## src/gbxs_defines.svh

```systemverilog
// Register offsets, field positions, reset values and bus codes.
`ifndef GBXS_DEFINES_SVH
`define GBXS_DEFINES_SVH

// -----------------------------------------------------------------------
// Register indices and byte addresses (byte address is four times index)
// -----------------------------------------------------------------------
`define GBXS_MASK_IDX 16'hA001
`define GBXS_EVT_IDX 16'hA002
`define GBXS_SPEC_IDX 16'hA003
`define GBXS_MASK_ADDR {`GBXS_MASK_IDX, 2'b00}
`define GBXS_EVT_ADDR {`GBXS_EVT_IDX, 2'b00}
`define GBXS_SPEC_ADDR {`GBXS_SPEC_IDX, 2'b00}
`define GBXS_MIN_ADDR_W 18

// -----------------------------------------------------------------------
// Port specific status fields
// -----------------------------------------------------------------------
`define GBXS_SPEC_SPEED_HI 15
`define GBXS_SPEC_SPEED_LO 14
`define GBXS_SPEC_DUPLEX 13
`define GBXS_SPEC_PAGE 12
`define GBXS_SPEC_RESOLVED 11
`define GBXS_SPEC_LINK 10
`define GBXS_SPEC_SYNC 5
`define GBXS_SPEC_NO_ENERGY 4
`define GBXS_SPEC_TX_PAUSE 3
`define GBXS_SPEC_RX_PAUSE 2
`define GBXS_SPEC_NO_ENERGY_RST 1'h1

// -----------------------------------------------------------------------
// Event status and mask fields
// -----------------------------------------------------------------------
`define GBXS_EVT_SPEED_CHG 14
`define GBXS_EVT_DUPLEX_CHG 13
`define GBXS_EVT_PAGE 12
`define GBXS_EVT_AN_DONE 11
`define GBXS_EVT_LINK_DOWN 10
`define GBXS_EVT_LINK_UP 9
`define GBXS_EVT_SYMBOL 8
`define GBXS_EVT_FALSE_CAR 7
`define GBXS_EVT_IMPL 16'h7F80
`define GBXS_EVT_RST 16'h0000
`define GBXS_MASK_RST 16'h0000

// -----------------------------------------------------------------------
// Bus response codes
// -----------------------------------------------------------------------
`define GBXS_RESP_OKAY 2'h0
`define GBXS_RESP_SLVERR 2'h2

`endif

```

## src/gbxs_pkg.sv

```systemverilog
// Types shared by the port status block.
package gbxs_pkg;

    typedef struct packed {
        logic [1:0] speed;
        logic duplex;
        logic an_enable;
        logic an_complete;
        logic link_up;
        logic sync_ok;
        logic energy_present;
        logic tx_pause;
        logic rx_pause;
    } gbxs_line_t;

    typedef struct packed {
        logic page_rx;
        logic symbol_err;
        logic false_carrier;
    } gbxs_pulse_t;

    typedef enum logic {
        GBXS_WR_COLLECT,
        GBXS_WR_RESP
    } gbxs_wr_state_t;

endpackage

```

## src/gbxs_port_status.sv

```systemverilog
// Status and event registers of a 1000BASE-X serial port on AXI4-Lite.
// How it works
// - Bits 15:14 of the port status give speed, 00 10M, 01 100M, 10 1000M.
// - Bit 13 of the port status shows duplex, one for full, zero for half.
// - Bit 11 is one when negotiation has completed or is disabled.
// - Bit 12 latches high on a received page and holds until it is read.
// - Bit 4 reads one while no energy is seen on the line, one from reset.
// - Bit 3 mirrors the transmit pause resolution given to the MAC.
// - Bit 2 mirrors the receive pause resolution given to the MAC.
// - A false carrier latches an event flag in the event status register.
// - A link going from down to up latches an event flag.
`timescale 1ns/1ps
`include "gbxs_defines.svh"
module gbxs_port_status #(
    parameter int ADDR_W = 20
) (
    // Clock, reset and clock enable
    input wire logic aclk,
    input wire logic aresetn,
    input wire logic ce,
    // Line side status from the port
    input wire gbxs_pkg::gbxs_line_t line,
    input wire gbxs_pkg::gbxs_pulse_t pulse,
    // AXI4-Lite write address channel
    input wire logic [ADDR_W-1:0] s_axi_awaddr,
    input wire logic [2:0] s_axi_awprot,
    input wire logic s_axi_awvalid,
    output logic s_axi_awready,
    // AXI4-Lite write data channel
    input wire logic [31:0] s_axi_wdata,
    input wire logic [3:0] s_axi_wstrb,
    input wire logic s_axi_wvalid,
    output logic s_axi_wready,
    // AXI4-Lite write response channel
    output logic [1:0] s_axi_bresp,
    output logic s_axi_bvalid,
    input wire logic s_axi_bready,
    // AXI4-Lite read address channel
    input wire logic [ADDR_W-1:0] s_axi_araddr,
    input wire logic [2:0] s_axi_arprot,
    input wire logic s_axi_arvalid,
    output logic s_axi_arready,
    // AXI4-Lite read data channel
    output logic [31:0] s_axi_rdata,
    output logic [1:0] s_axi_rresp,
    output logic s_axi_rvalid,
    input wire logic s_axi_rready,
    // Interrupt
    output logic irq
);

    generate
        if (ADDR_W < `GBXS_MIN_ADDR_W || ADDR_W > 32) begin : g_bad
            $error("gbxs_port_status: ADDR_W must lie in 18..32");
        end
    endgenerate

    // -------------------------------------------------------------------
    // Address constants
    // -------------------------------------------------------------------
    localparam logic [ADDR_W-1:0] A_MASK = ADDR_W'(`GBXS_MASK_ADDR);
    localparam logic [ADDR_W-1:0] A_EVT = ADDR_W'(`GBXS_EVT_ADDR);
    localparam logic [ADDR_W-1:0] A_SPEC = ADDR_W'(`GBXS_SPEC_ADDR);

    // -------------------------------------------------------------------
    // Line sampling
    // -------------------------------------------------------------------
    gbxs_pkg::gbxs_line_t line_q;
    logic primed_q;

    // Line status starts cleared, so energy reads absent until sampled.
    always_ff @(posedge aclk) begin
        if (!aresetn) begin
            line_q <= '0;
            primed_q <= 1'b0;
        end else if (ce) begin
            line_q <= line;
            primed_q <= 1'b1;
        end
    end

    // Change events are held off until a first sample has been taken.
    wire speed_chg = primed_q & (line.speed != line_q.speed);
    wire duplex_chg = primed_q & (line.duplex != line_q.duplex);
    wire an_done = primed_q & line.an_complete & ~line_q.an_complete;
    wire link_rise = primed_q & line.link_up & ~line_q.link_up;
    wire link_fall = primed_q & ~line.link_up & line_q.link_up;

    // -------------------------------------------------------------------
    // Write channel
    // -------------------------------------------------------------------
    gbxs_pkg::gbxs_wr_state_t wr_state_q;
    gbxs_pkg::gbxs_wr_state_t wr_state_d;
    logic aw_full_q;
    logic w_full_q;
    logic [ADDR_W-1:0] awaddr_q;
    logic [15:0] wdata_q;
    logic [1:0] wstrb_q;
    logic [1:0] bresp_q;

    wire in_collect = (wr_state_q == gbxs_pkg::GBXS_WR_COLLECT);
    assign s_axi_awready = ce & in_collect & ~aw_full_q;
    assign s_axi_wready = ce & in_collect & ~w_full_q;
    assign s_axi_bvalid = (wr_state_q == gbxs_pkg::GBXS_WR_RESP);
    assign s_axi_bresp = bresp_q;

    wire aw_take = s_axi_awvalid & s_axi_awready;
    wire w_take = s_axi_wvalid & s_axi_wready;
    wire do_wr = ce & in_collect & aw_full_q & w_full_q;

    wire wr_mask = (awaddr_q == A_MASK);
    wire wr_evt = (awaddr_q == A_EVT);
    wire wr_spec = (awaddr_q == A_SPEC);
    wire wr_hit = wr_mask | wr_evt | wr_spec;
    wire [15:0] wr_lanes = {{8{wstrb_q[1]}}, {8{wstrb_q[0]}}};
    wire [15:0] wr_bits = wdata_q & wr_lanes;

    always_comb begin
        wr_state_d = wr_state_q;
        case (wr_state_q)
            gbxs_pkg::GBXS_WR_COLLECT: begin
                if (do_wr) begin
                    wr_state_d = gbxs_pkg::GBXS_WR_RESP;
                end
            end
            gbxs_pkg::GBXS_WR_RESP: begin
                if (ce && s_axi_bready) begin
                    wr_state_d = gbxs_pkg::GBXS_WR_COLLECT;
                end
            end
            default: begin
                wr_state_d = gbxs_pkg::GBXS_WR_COLLECT;
            end
        endcase
    end

    always_ff @(posedge aclk) begin
        if (!aresetn) begin
            wr_state_q <= gbxs_pkg::GBXS_WR_COLLECT;
        end else begin
            wr_state_q <= wr_state_d;
        end
    end

    always_ff @(posedge aclk) begin
        if (!aresetn) begin
            aw_full_q <= 1'b0;
            awaddr_q <= '0;
        end else if (aw_take) begin
            aw_full_q <= 1'b1;
            awaddr_q <= s_axi_awaddr;
        end else if (do_wr) begin
            aw_full_q <= 1'b0;
        end
    end

    always_ff @(posedge aclk) begin
        if (!aresetn) begin
            w_full_q <= 1'b0;
            wdata_q <= 16'h0000;
            wstrb_q <= 2'h0;
        end else if (w_take) begin
            w_full_q <= 1'b1;
            wdata_q <= s_axi_wdata[15:0];
            wstrb_q <= s_axi_wstrb[1:0];
        end else if (do_wr) begin
            w_full_q <= 1'b0;
        end
    end

    always_ff @(posedge aclk) begin
        if (!aresetn) begin
            bresp_q <= `GBXS_RESP_OKAY;
        end else if (do_wr) begin
            bresp_q <= wr_hit ? `GBXS_RESP_OKAY : `GBXS_RESP_SLVERR;
        end
    end

    // -------------------------------------------------------------------
    // Mask register
    // -------------------------------------------------------------------
    logic [15:0] mask_q;

    always_ff @(posedge aclk) begin
        if (!aresetn) begin
            mask_q <= `GBXS_MASK_RST;
        end else if (do_wr && wr_mask) begin
            mask_q <= ((mask_q & ~wr_lanes) | wr_bits) & `GBXS_EVT_IMPL;
        end
    end

    // -------------------------------------------------------------------
    // Read channel
    // -------------------------------------------------------------------
    logic rvalid_q;
    logic [31:0] rdata_q;
    logic [1:0] rresp_q;

    assign s_axi_arready = ce & ~rvalid_q;
    assign s_axi_rvalid = rvalid_q;
    assign s_axi_rdata = rdata_q;
    assign s_axi_rresp = rresp_q;

    wire ar_take = s_axi_arvalid & s_axi_arready;
    wire rd_mask = (s_axi_araddr == A_MASK);
    wire rd_evt = (s_axi_araddr == A_EVT);
    wire rd_spec = (s_axi_araddr == A_SPEC);
    wire rd_hit = rd_mask | rd_evt | rd_spec;

    // -------------------------------------------------------------------
    // Sticky flags
    // -------------------------------------------------------------------
    logic [15:0] evt_set;
    logic [15:0] evt_flags;
    logic page_flag;

    always_comb begin
        evt_set = 16'h0000;
        evt_set[`GBXS_EVT_SPEED_CHG] = speed_chg;
        evt_set[`GBXS_EVT_DUPLEX_CHG] = duplex_chg;
        evt_set[`GBXS_EVT_PAGE] = pulse.page_rx;
        evt_set[`GBXS_EVT_AN_DONE] = an_done;
        evt_set[`GBXS_EVT_LINK_DOWN] = link_fall;
        evt_set[`GBXS_EVT_LINK_UP] = link_rise;
        evt_set[`GBXS_EVT_SYMBOL] = pulse.symbol_err;
        evt_set[`GBXS_EVT_FALSE_CAR] = pulse.false_carrier;
    end

    // Event flags clear on a read of their register or on a write of one; the page flag clears only on a status read.
    wire [15:0] evt_rd_clr = (ar_take && rd_evt) ? 16'hFFFF : 16'h0000;
    wire [15:0] evt_w1c = (do_wr && wr_evt) ? wr_bits : 16'h0000;
    wire [15:0] evt_clr = evt_rd_clr | evt_w1c;
    wire page_clr = ar_take & rd_spec;

    gbxs_flag_latch #(
        .WIDTH(16)
    ) u_evt (
        .aclk(aclk),
        .aresetn(aresetn),
        .ce(ce),
        .set(evt_set),
        .clr(evt_clr),
        .flags(evt_flags)
    );

    gbxs_flag_latch #(
        .WIDTH(1)
    ) u_page (
        .aclk(aclk),
        .aresetn(aresetn),
        .ce(ce),
        .set(pulse.page_rx),
        .clr(page_clr),
        .flags(page_flag)
    );

    // -------------------------------------------------------------------
    // Port status word
    // -------------------------------------------------------------------
    logic [15:0] spec_word;

    // Pause bits feed only this word and drive no internal decision.
    always_comb begin
        spec_word = 16'h0000;
        spec_word[`GBXS_SPEC_SPEED_HI:`GBXS_SPEC_SPEED_LO] = line_q.speed;
        spec_word[`GBXS_SPEC_DUPLEX] = line_q.duplex;
        spec_word[`GBXS_SPEC_PAGE] = page_flag;
        spec_word[`GBXS_SPEC_RESOLVED] =
            ~line_q.an_enable | line_q.an_complete;
        spec_word[`GBXS_SPEC_LINK] = line_q.link_up;
        spec_word[`GBXS_SPEC_SYNC] = line_q.sync_ok;
        spec_word[`GBXS_SPEC_NO_ENERGY] = ~line_q.energy_present;
        spec_word[`GBXS_SPEC_TX_PAUSE] = line_q.tx_pause;
        spec_word[`GBXS_SPEC_RX_PAUSE] = line_q.rx_pause;
    end

    wire [15:0] rd_word = rd_spec ? spec_word :
                          rd_evt ? evt_flags :
                          rd_mask ? mask_q : 16'h0000;

    always_ff @(posedge aclk) begin
        if (!aresetn) begin
            rvalid_q <= 1'b0;
            rdata_q <= 32'h00000000;
            rresp_q <= `GBXS_RESP_OKAY;
        end else if (ce) begin
            if (ar_take) begin
                rvalid_q <= 1'b1;
                rdata_q <= {16'h0000, rd_word};
                rresp_q <= rd_hit ? `GBXS_RESP_OKAY : `GBXS_RESP_SLVERR;
            end else if (s_axi_rready) begin
                rvalid_q <= 1'b0;
            end
        end
    end

    // -------------------------------------------------------------------
    // Interrupt
    // -------------------------------------------------------------------
    logic irq_q;

    always_ff @(posedge aclk) begin
        if (!aresetn) begin
            irq_q <= 1'b0;
        end else if (ce) begin
            irq_q <= |(evt_flags & mask_q);
        end
    end

    assign irq = irq_q;

endmodule // gbxs_port_status

```

## src/gbxs_flag_latch.sv

```systemverilog
// Bank of sticky flags in which a set always wins over a clear.
`timescale 1ns/1ps
module gbxs_flag_latch #(
    parameter int WIDTH = 16
) (
    // Clock and control
    input wire logic aclk,
    input wire logic aresetn,
    input wire logic ce,
    // Flag update
    input wire logic [WIDTH-1:0] set,
    input wire logic [WIDTH-1:0] clr,
    output logic [WIDTH-1:0] flags
);

    generate
        if (WIDTH < 1) begin : g_bad
            $error("gbxs_flag_latch: WIDTH must be at least one");
        end
    endgenerate

    genvar i;
    generate
        for (i = 0; i < WIDTH; i++) begin : g_bit
            logic flag_q;
            always_ff @(posedge aclk) begin
                if (!aresetn) begin
                    flag_q <= 1'b0;
                end else if (ce) begin
                    flag_q <= set[i] | (flag_q & ~clr[i]);
                end
            end
            assign flags[i] = flag_q;
        end
    endgenerate

endmodule // gbxs_flag_latch

```

## config.mk

```make
export PLATFORM = sky130hd
export DESIGN_NAME = gbxs_port_status
export DESIGN_NICKNAME = d
export VERILOG_FILES = /design/src/gbxs_pkg.sv /design/src/gbxs_port_status.sv /design/src/gbxs_flag_latch.sv
export VERILOG_INCLUDE_DIRS = /design/src /design/src/src
export SDC_FILE = /design/constraint.sdc
export NUM_CORES = 1
export LEC_CHECK = 0
export BUFFER_PORTS_ARGS = -buffer_cell sky130_fd_sc_hd__buf_2
export CORE_MARGIN = 1
export CORE_UTILIZATION = 30
export DETAILED_ROUTE_END_ITERATION = 6
export PLACE_DENSITY_LB_ADDON = 0.08
export SETUP_SLACK_MARGIN = 0.02
export SYNTH_ARGS = -nofsm -noshare
export SYNTH_HDL_FRONTEND = slang
export SYNTH_SLANG_ARGS = --single-unit
```

## constraint.sdc

```tcl
create_clock -name aclk -period 1.7 [get_ports aclk]
set_input_delay 0.34 -clock aclk [delete_from_list [all_inputs] [get_ports aclk]]
set_output_delay 0.34 -clock aclk [all_outputs]
set_load 0.01 [all_outputs]
```

==> run_results.csv <==
group,metric,value,unit
outcome,status,"finished clean",
yosys,synthArstFlopShare,0,
sta,setup_violations,0,
global_routing,grt_pass1_wl,18100,um
yosys,yosys.area_share.xor_xnor,0.00619,
worst_setup_path,cpPeakStageDelay,0.36,ns
sta,fmaxAchievable,631,MHz
yosys,synthSimpleGateAreaFrac,0.240,
drt,wire_per_inst,13.6,um
yosys,synth_top_family_by_area,"simple AND/OR/NAND/NOR gates",
final_layout,area_delta_synth_final,28.2,%
power_and_ir_drop,leakage,2.16,nW
drt,drtIter0Drc,145,
power_and_ir_drop,power,0.00509,W
placed_design,dp_hpwl,8370,um
worst_setup_path,critPathBufInv,1,
global_routing,overflow,0,
floorplan,die_y,121,um
sta,setup_tns,0,ns
power_and_ir_drop,ir_drop,0.371,mV
clock_network,htree_levels,3,
power_and_ir_drop,power.density,934,nW/um^2
yosys,synthTopCellsByArea,"dfxtp_1 (46%), nand2_1 (9.9%), a21oi_1 (5.8%)",
clock_network,holdBufCountCts,0,
floorplan,io_pins,145,
placed_design,io_buffers,102,
clock_network,root_buffer,"clkbuf_16",
floorplan,rows,43,
run,drv_cap,0,
clock_network,cts_made_buffers,9,
drt,ant_nets,0,
yosys,synthCells,503,
drt,firstDrtPassIters,4,
final_layout,fill_cells,1470,
sta,period_minus_slack,1.58,ns
drt,vias_per_cell,4.70,
worst_setup_path,crit_fanout,7,
final_layout,stdcell_count,808,
yosys,muxShareOfSynthArea,0.0424,
worst_setup_path,worstPathCellList,"nor4b_4 -> nand4_4 -> nor4_4 -> buf_6 -> mux2i_1",
worst_setup_path,crit_slowest_cell,"nor4b_4",
placed_design,dp_cells,792,
worst_hold_path,hp-class,"primary input to flip-flop",
yosys,synth-adder-area-share,0,
floorplan,die-area,14600,um^2
sta,hold_violations,0,
final_layout,nets,726,
yosys,synth_area,4250,um^2
drt,totalWireLength,11000,um
yosys,synth-edff-count,0,
worst_setup_path,cp.arrival,1.85,ns
worst_setup_path,worstSetupStartpointType,"flip-flop",
yosys,synth.yosys.seq_area_share,0.457,
global_routing,grt_max_degree,29,
yosys,synth_seq_cells,97,
clock_network,cts_sinks,97,
floorplan,start_util,0.307,
global_routing,first_global_vias,3607,
final_layout,drive_gt1_frac,0.274,
clock_network,insertion_delay,0.34,ns
clock_network,cts_tree,"done",
sta,min_period_over_period,0.932,
drt,num_vias,3799,
worst_setup_path,worstSetupPathType,"flip-flop to flip-flop",
worst_setup_path,cp_top_family,"simple AND/OR/NAND/NOR gates",
yosys,yosys_warnings,0,
final_layout,diodes,0,
sta,rsz0062_at_grt,"true",
placed_design,gp_congestion,0.780,
floorplan,die_x,121,um
yosys,synth_ff_type,"dfxtp_1",
global_routing,antenna_found_initial,0,
yosys,synth.avg_cell_area,8.44,um^2
clock_network,clockBufferDepth,2,
sta,fin_skew,0.00769,ns
yosys,synth_compound_area_frac,0.170,
floorplan,core-area,13800,um^2
worst_setup_path,cp.required,1.97,ns
yosys,ys_types,49,
worst_setup_path,endpoint_kind,"flip-flop",
clock_network,clk_pin_slew,0.07,ns
sta,drv_slew,0,
yosys,synth_top_area_share,0.457,
yosys,synth_top_cell_by_area,"dfxtp_1",
global_routing,grtUsageTotal,0.159,
drt,drc,0,
==> registers in the layout, indices dropped and copies added (netlist names), 2 cells and up, named ones only <==
register and count:
awaddr_q 20, line_q 10, s_axi_rdata 16, u_evt.g_bit.flag_q 16
wdata_q 16, wstrb_q 2
==> tightest hold or removal path, stage by stage <==
cell and delay, ns:
buf_2 0.09, nand2_1 0.05, a21oi_1 0.05
==> cell usage in the layout, fill, tap and decap left out, types with 3 or more instances in the layout <==
cell,n
a21oi_1,49
nor4_4,4
o21ai_0,14
a211oi_1,9
conb_1,18
nor2b_1,3
a221oi_1,4
clkbuf_16,9
a22oi_1,5
nor2_1,23
mux2i_1,18
a31oi_1,4
buf_12,3
nand3b_1,3
and2_1,6
nor3_1,11
nand4_1,9
buf_4,32
o21a_1,6
o31a_1,3
inv_1,23
nand3_1,12
nand2_1,112
buf_2,102
o31ai_2,7
dfxtp_1,97
==> stage by stage <==
stage	cell area (um^2)	worst slack, ns	utilization	hold WS (ns)
after floorplan	4310	0.0270	-	0.410
after global placement	5100	-0.284	0.369	0.422
after detailed placement	5100	-0.286	0.369	0.427
after CTS	5420	0.0422	0.392	0.219
after global routing	5440	0.0124	0.394	0.231
final	5440	0.116	0.394	0.232
==> worst paths after layout <==
kind                            cells after the start  slack [ns]                       from                                  to
worst max-delay path                                5        0.12  awaddr_q[16]$_SDFFE_PN0P_                           flip-flop
worst min-delay path                                3        0.23             s_axi_wdata[0]             wdata_q[0]$_SDFFE_PN0P_
worst max register to register                      5        0.12  awaddr_q[16]$_SDFFE_PN0P_                           flip-flop
worst min register to register                      1        0.43    wdata_q[2]$_SDFFE_PN0P_  u_evt.g_bit[2].flag_q$_SDFFE_PN0P_
==> power by group <==
part,internal [W],switching (W),total [W]
clock network,0.00129,0.000862,0.00215
registers,0.00235,0.0000608,0.00241
logic,0.000234,0.000288,0.000522
==> per-layer routing <==
metal / vias up / track usage / wire length (um)
li1: 1943 / - / -
met1: 1728 / 0.207 / 5260
met2: 116 / 0.253 / 4870
met3: 12 / 0.0352 / 719
met4: 0 / 0.0648 / 145
met5: - / 0 / 0
==> cells in the mapped netlist, drive strengths merged (5+ instances only) <==
cell type    n
a211oi       9
a21oi       49
a22oi        5
and2         6
buf         27
clkbuf      20
dfxtp       97
inv         23
mux2i       18
nand2      112
nand3       12
nand4       10
nor2        23
nor3        11
nor4         7
o21a         6
o21ai       16
o31ai        9
==> kinds of logic (layout without fill, tap and decap cells) <==
logic type             Yosys count  count (layout)
AND/OR/NAND/NOR                201             201
AO/OA/AOI/OAI                  112             112
flip-flops                      97              97
buffers and inverters           71             179
multiplexers                    18              18
XOR/XNOR                         3               3
other                            1              18
==> final cells by class <==
type / count / area, um^2 / share of cell area
Inverter: 24 / 90.1 / 0.0166
Multi-Input combinational cell: 352 / 2040 / 0.375
Clock inverter: 5 / 80.1 / 0.0147
Clock buffer: 11 / 233 / 0.0428
Timing Repair Buffer: 139 / 833 / 0.153
Sequential cell: 97 / 1940 / 0.357
Tap cell: 180 / 225 / 0.0414
==> timing repair <==
action | CTS | global route
pin swaps | 2 | 2
cloned | 0 | 0
setup buffers | 1 | 1
resized for setup | 2 | 4
setup endpoints to repair | 11 | 27
No activity file was read; power rests on OpenSTA's default activity.
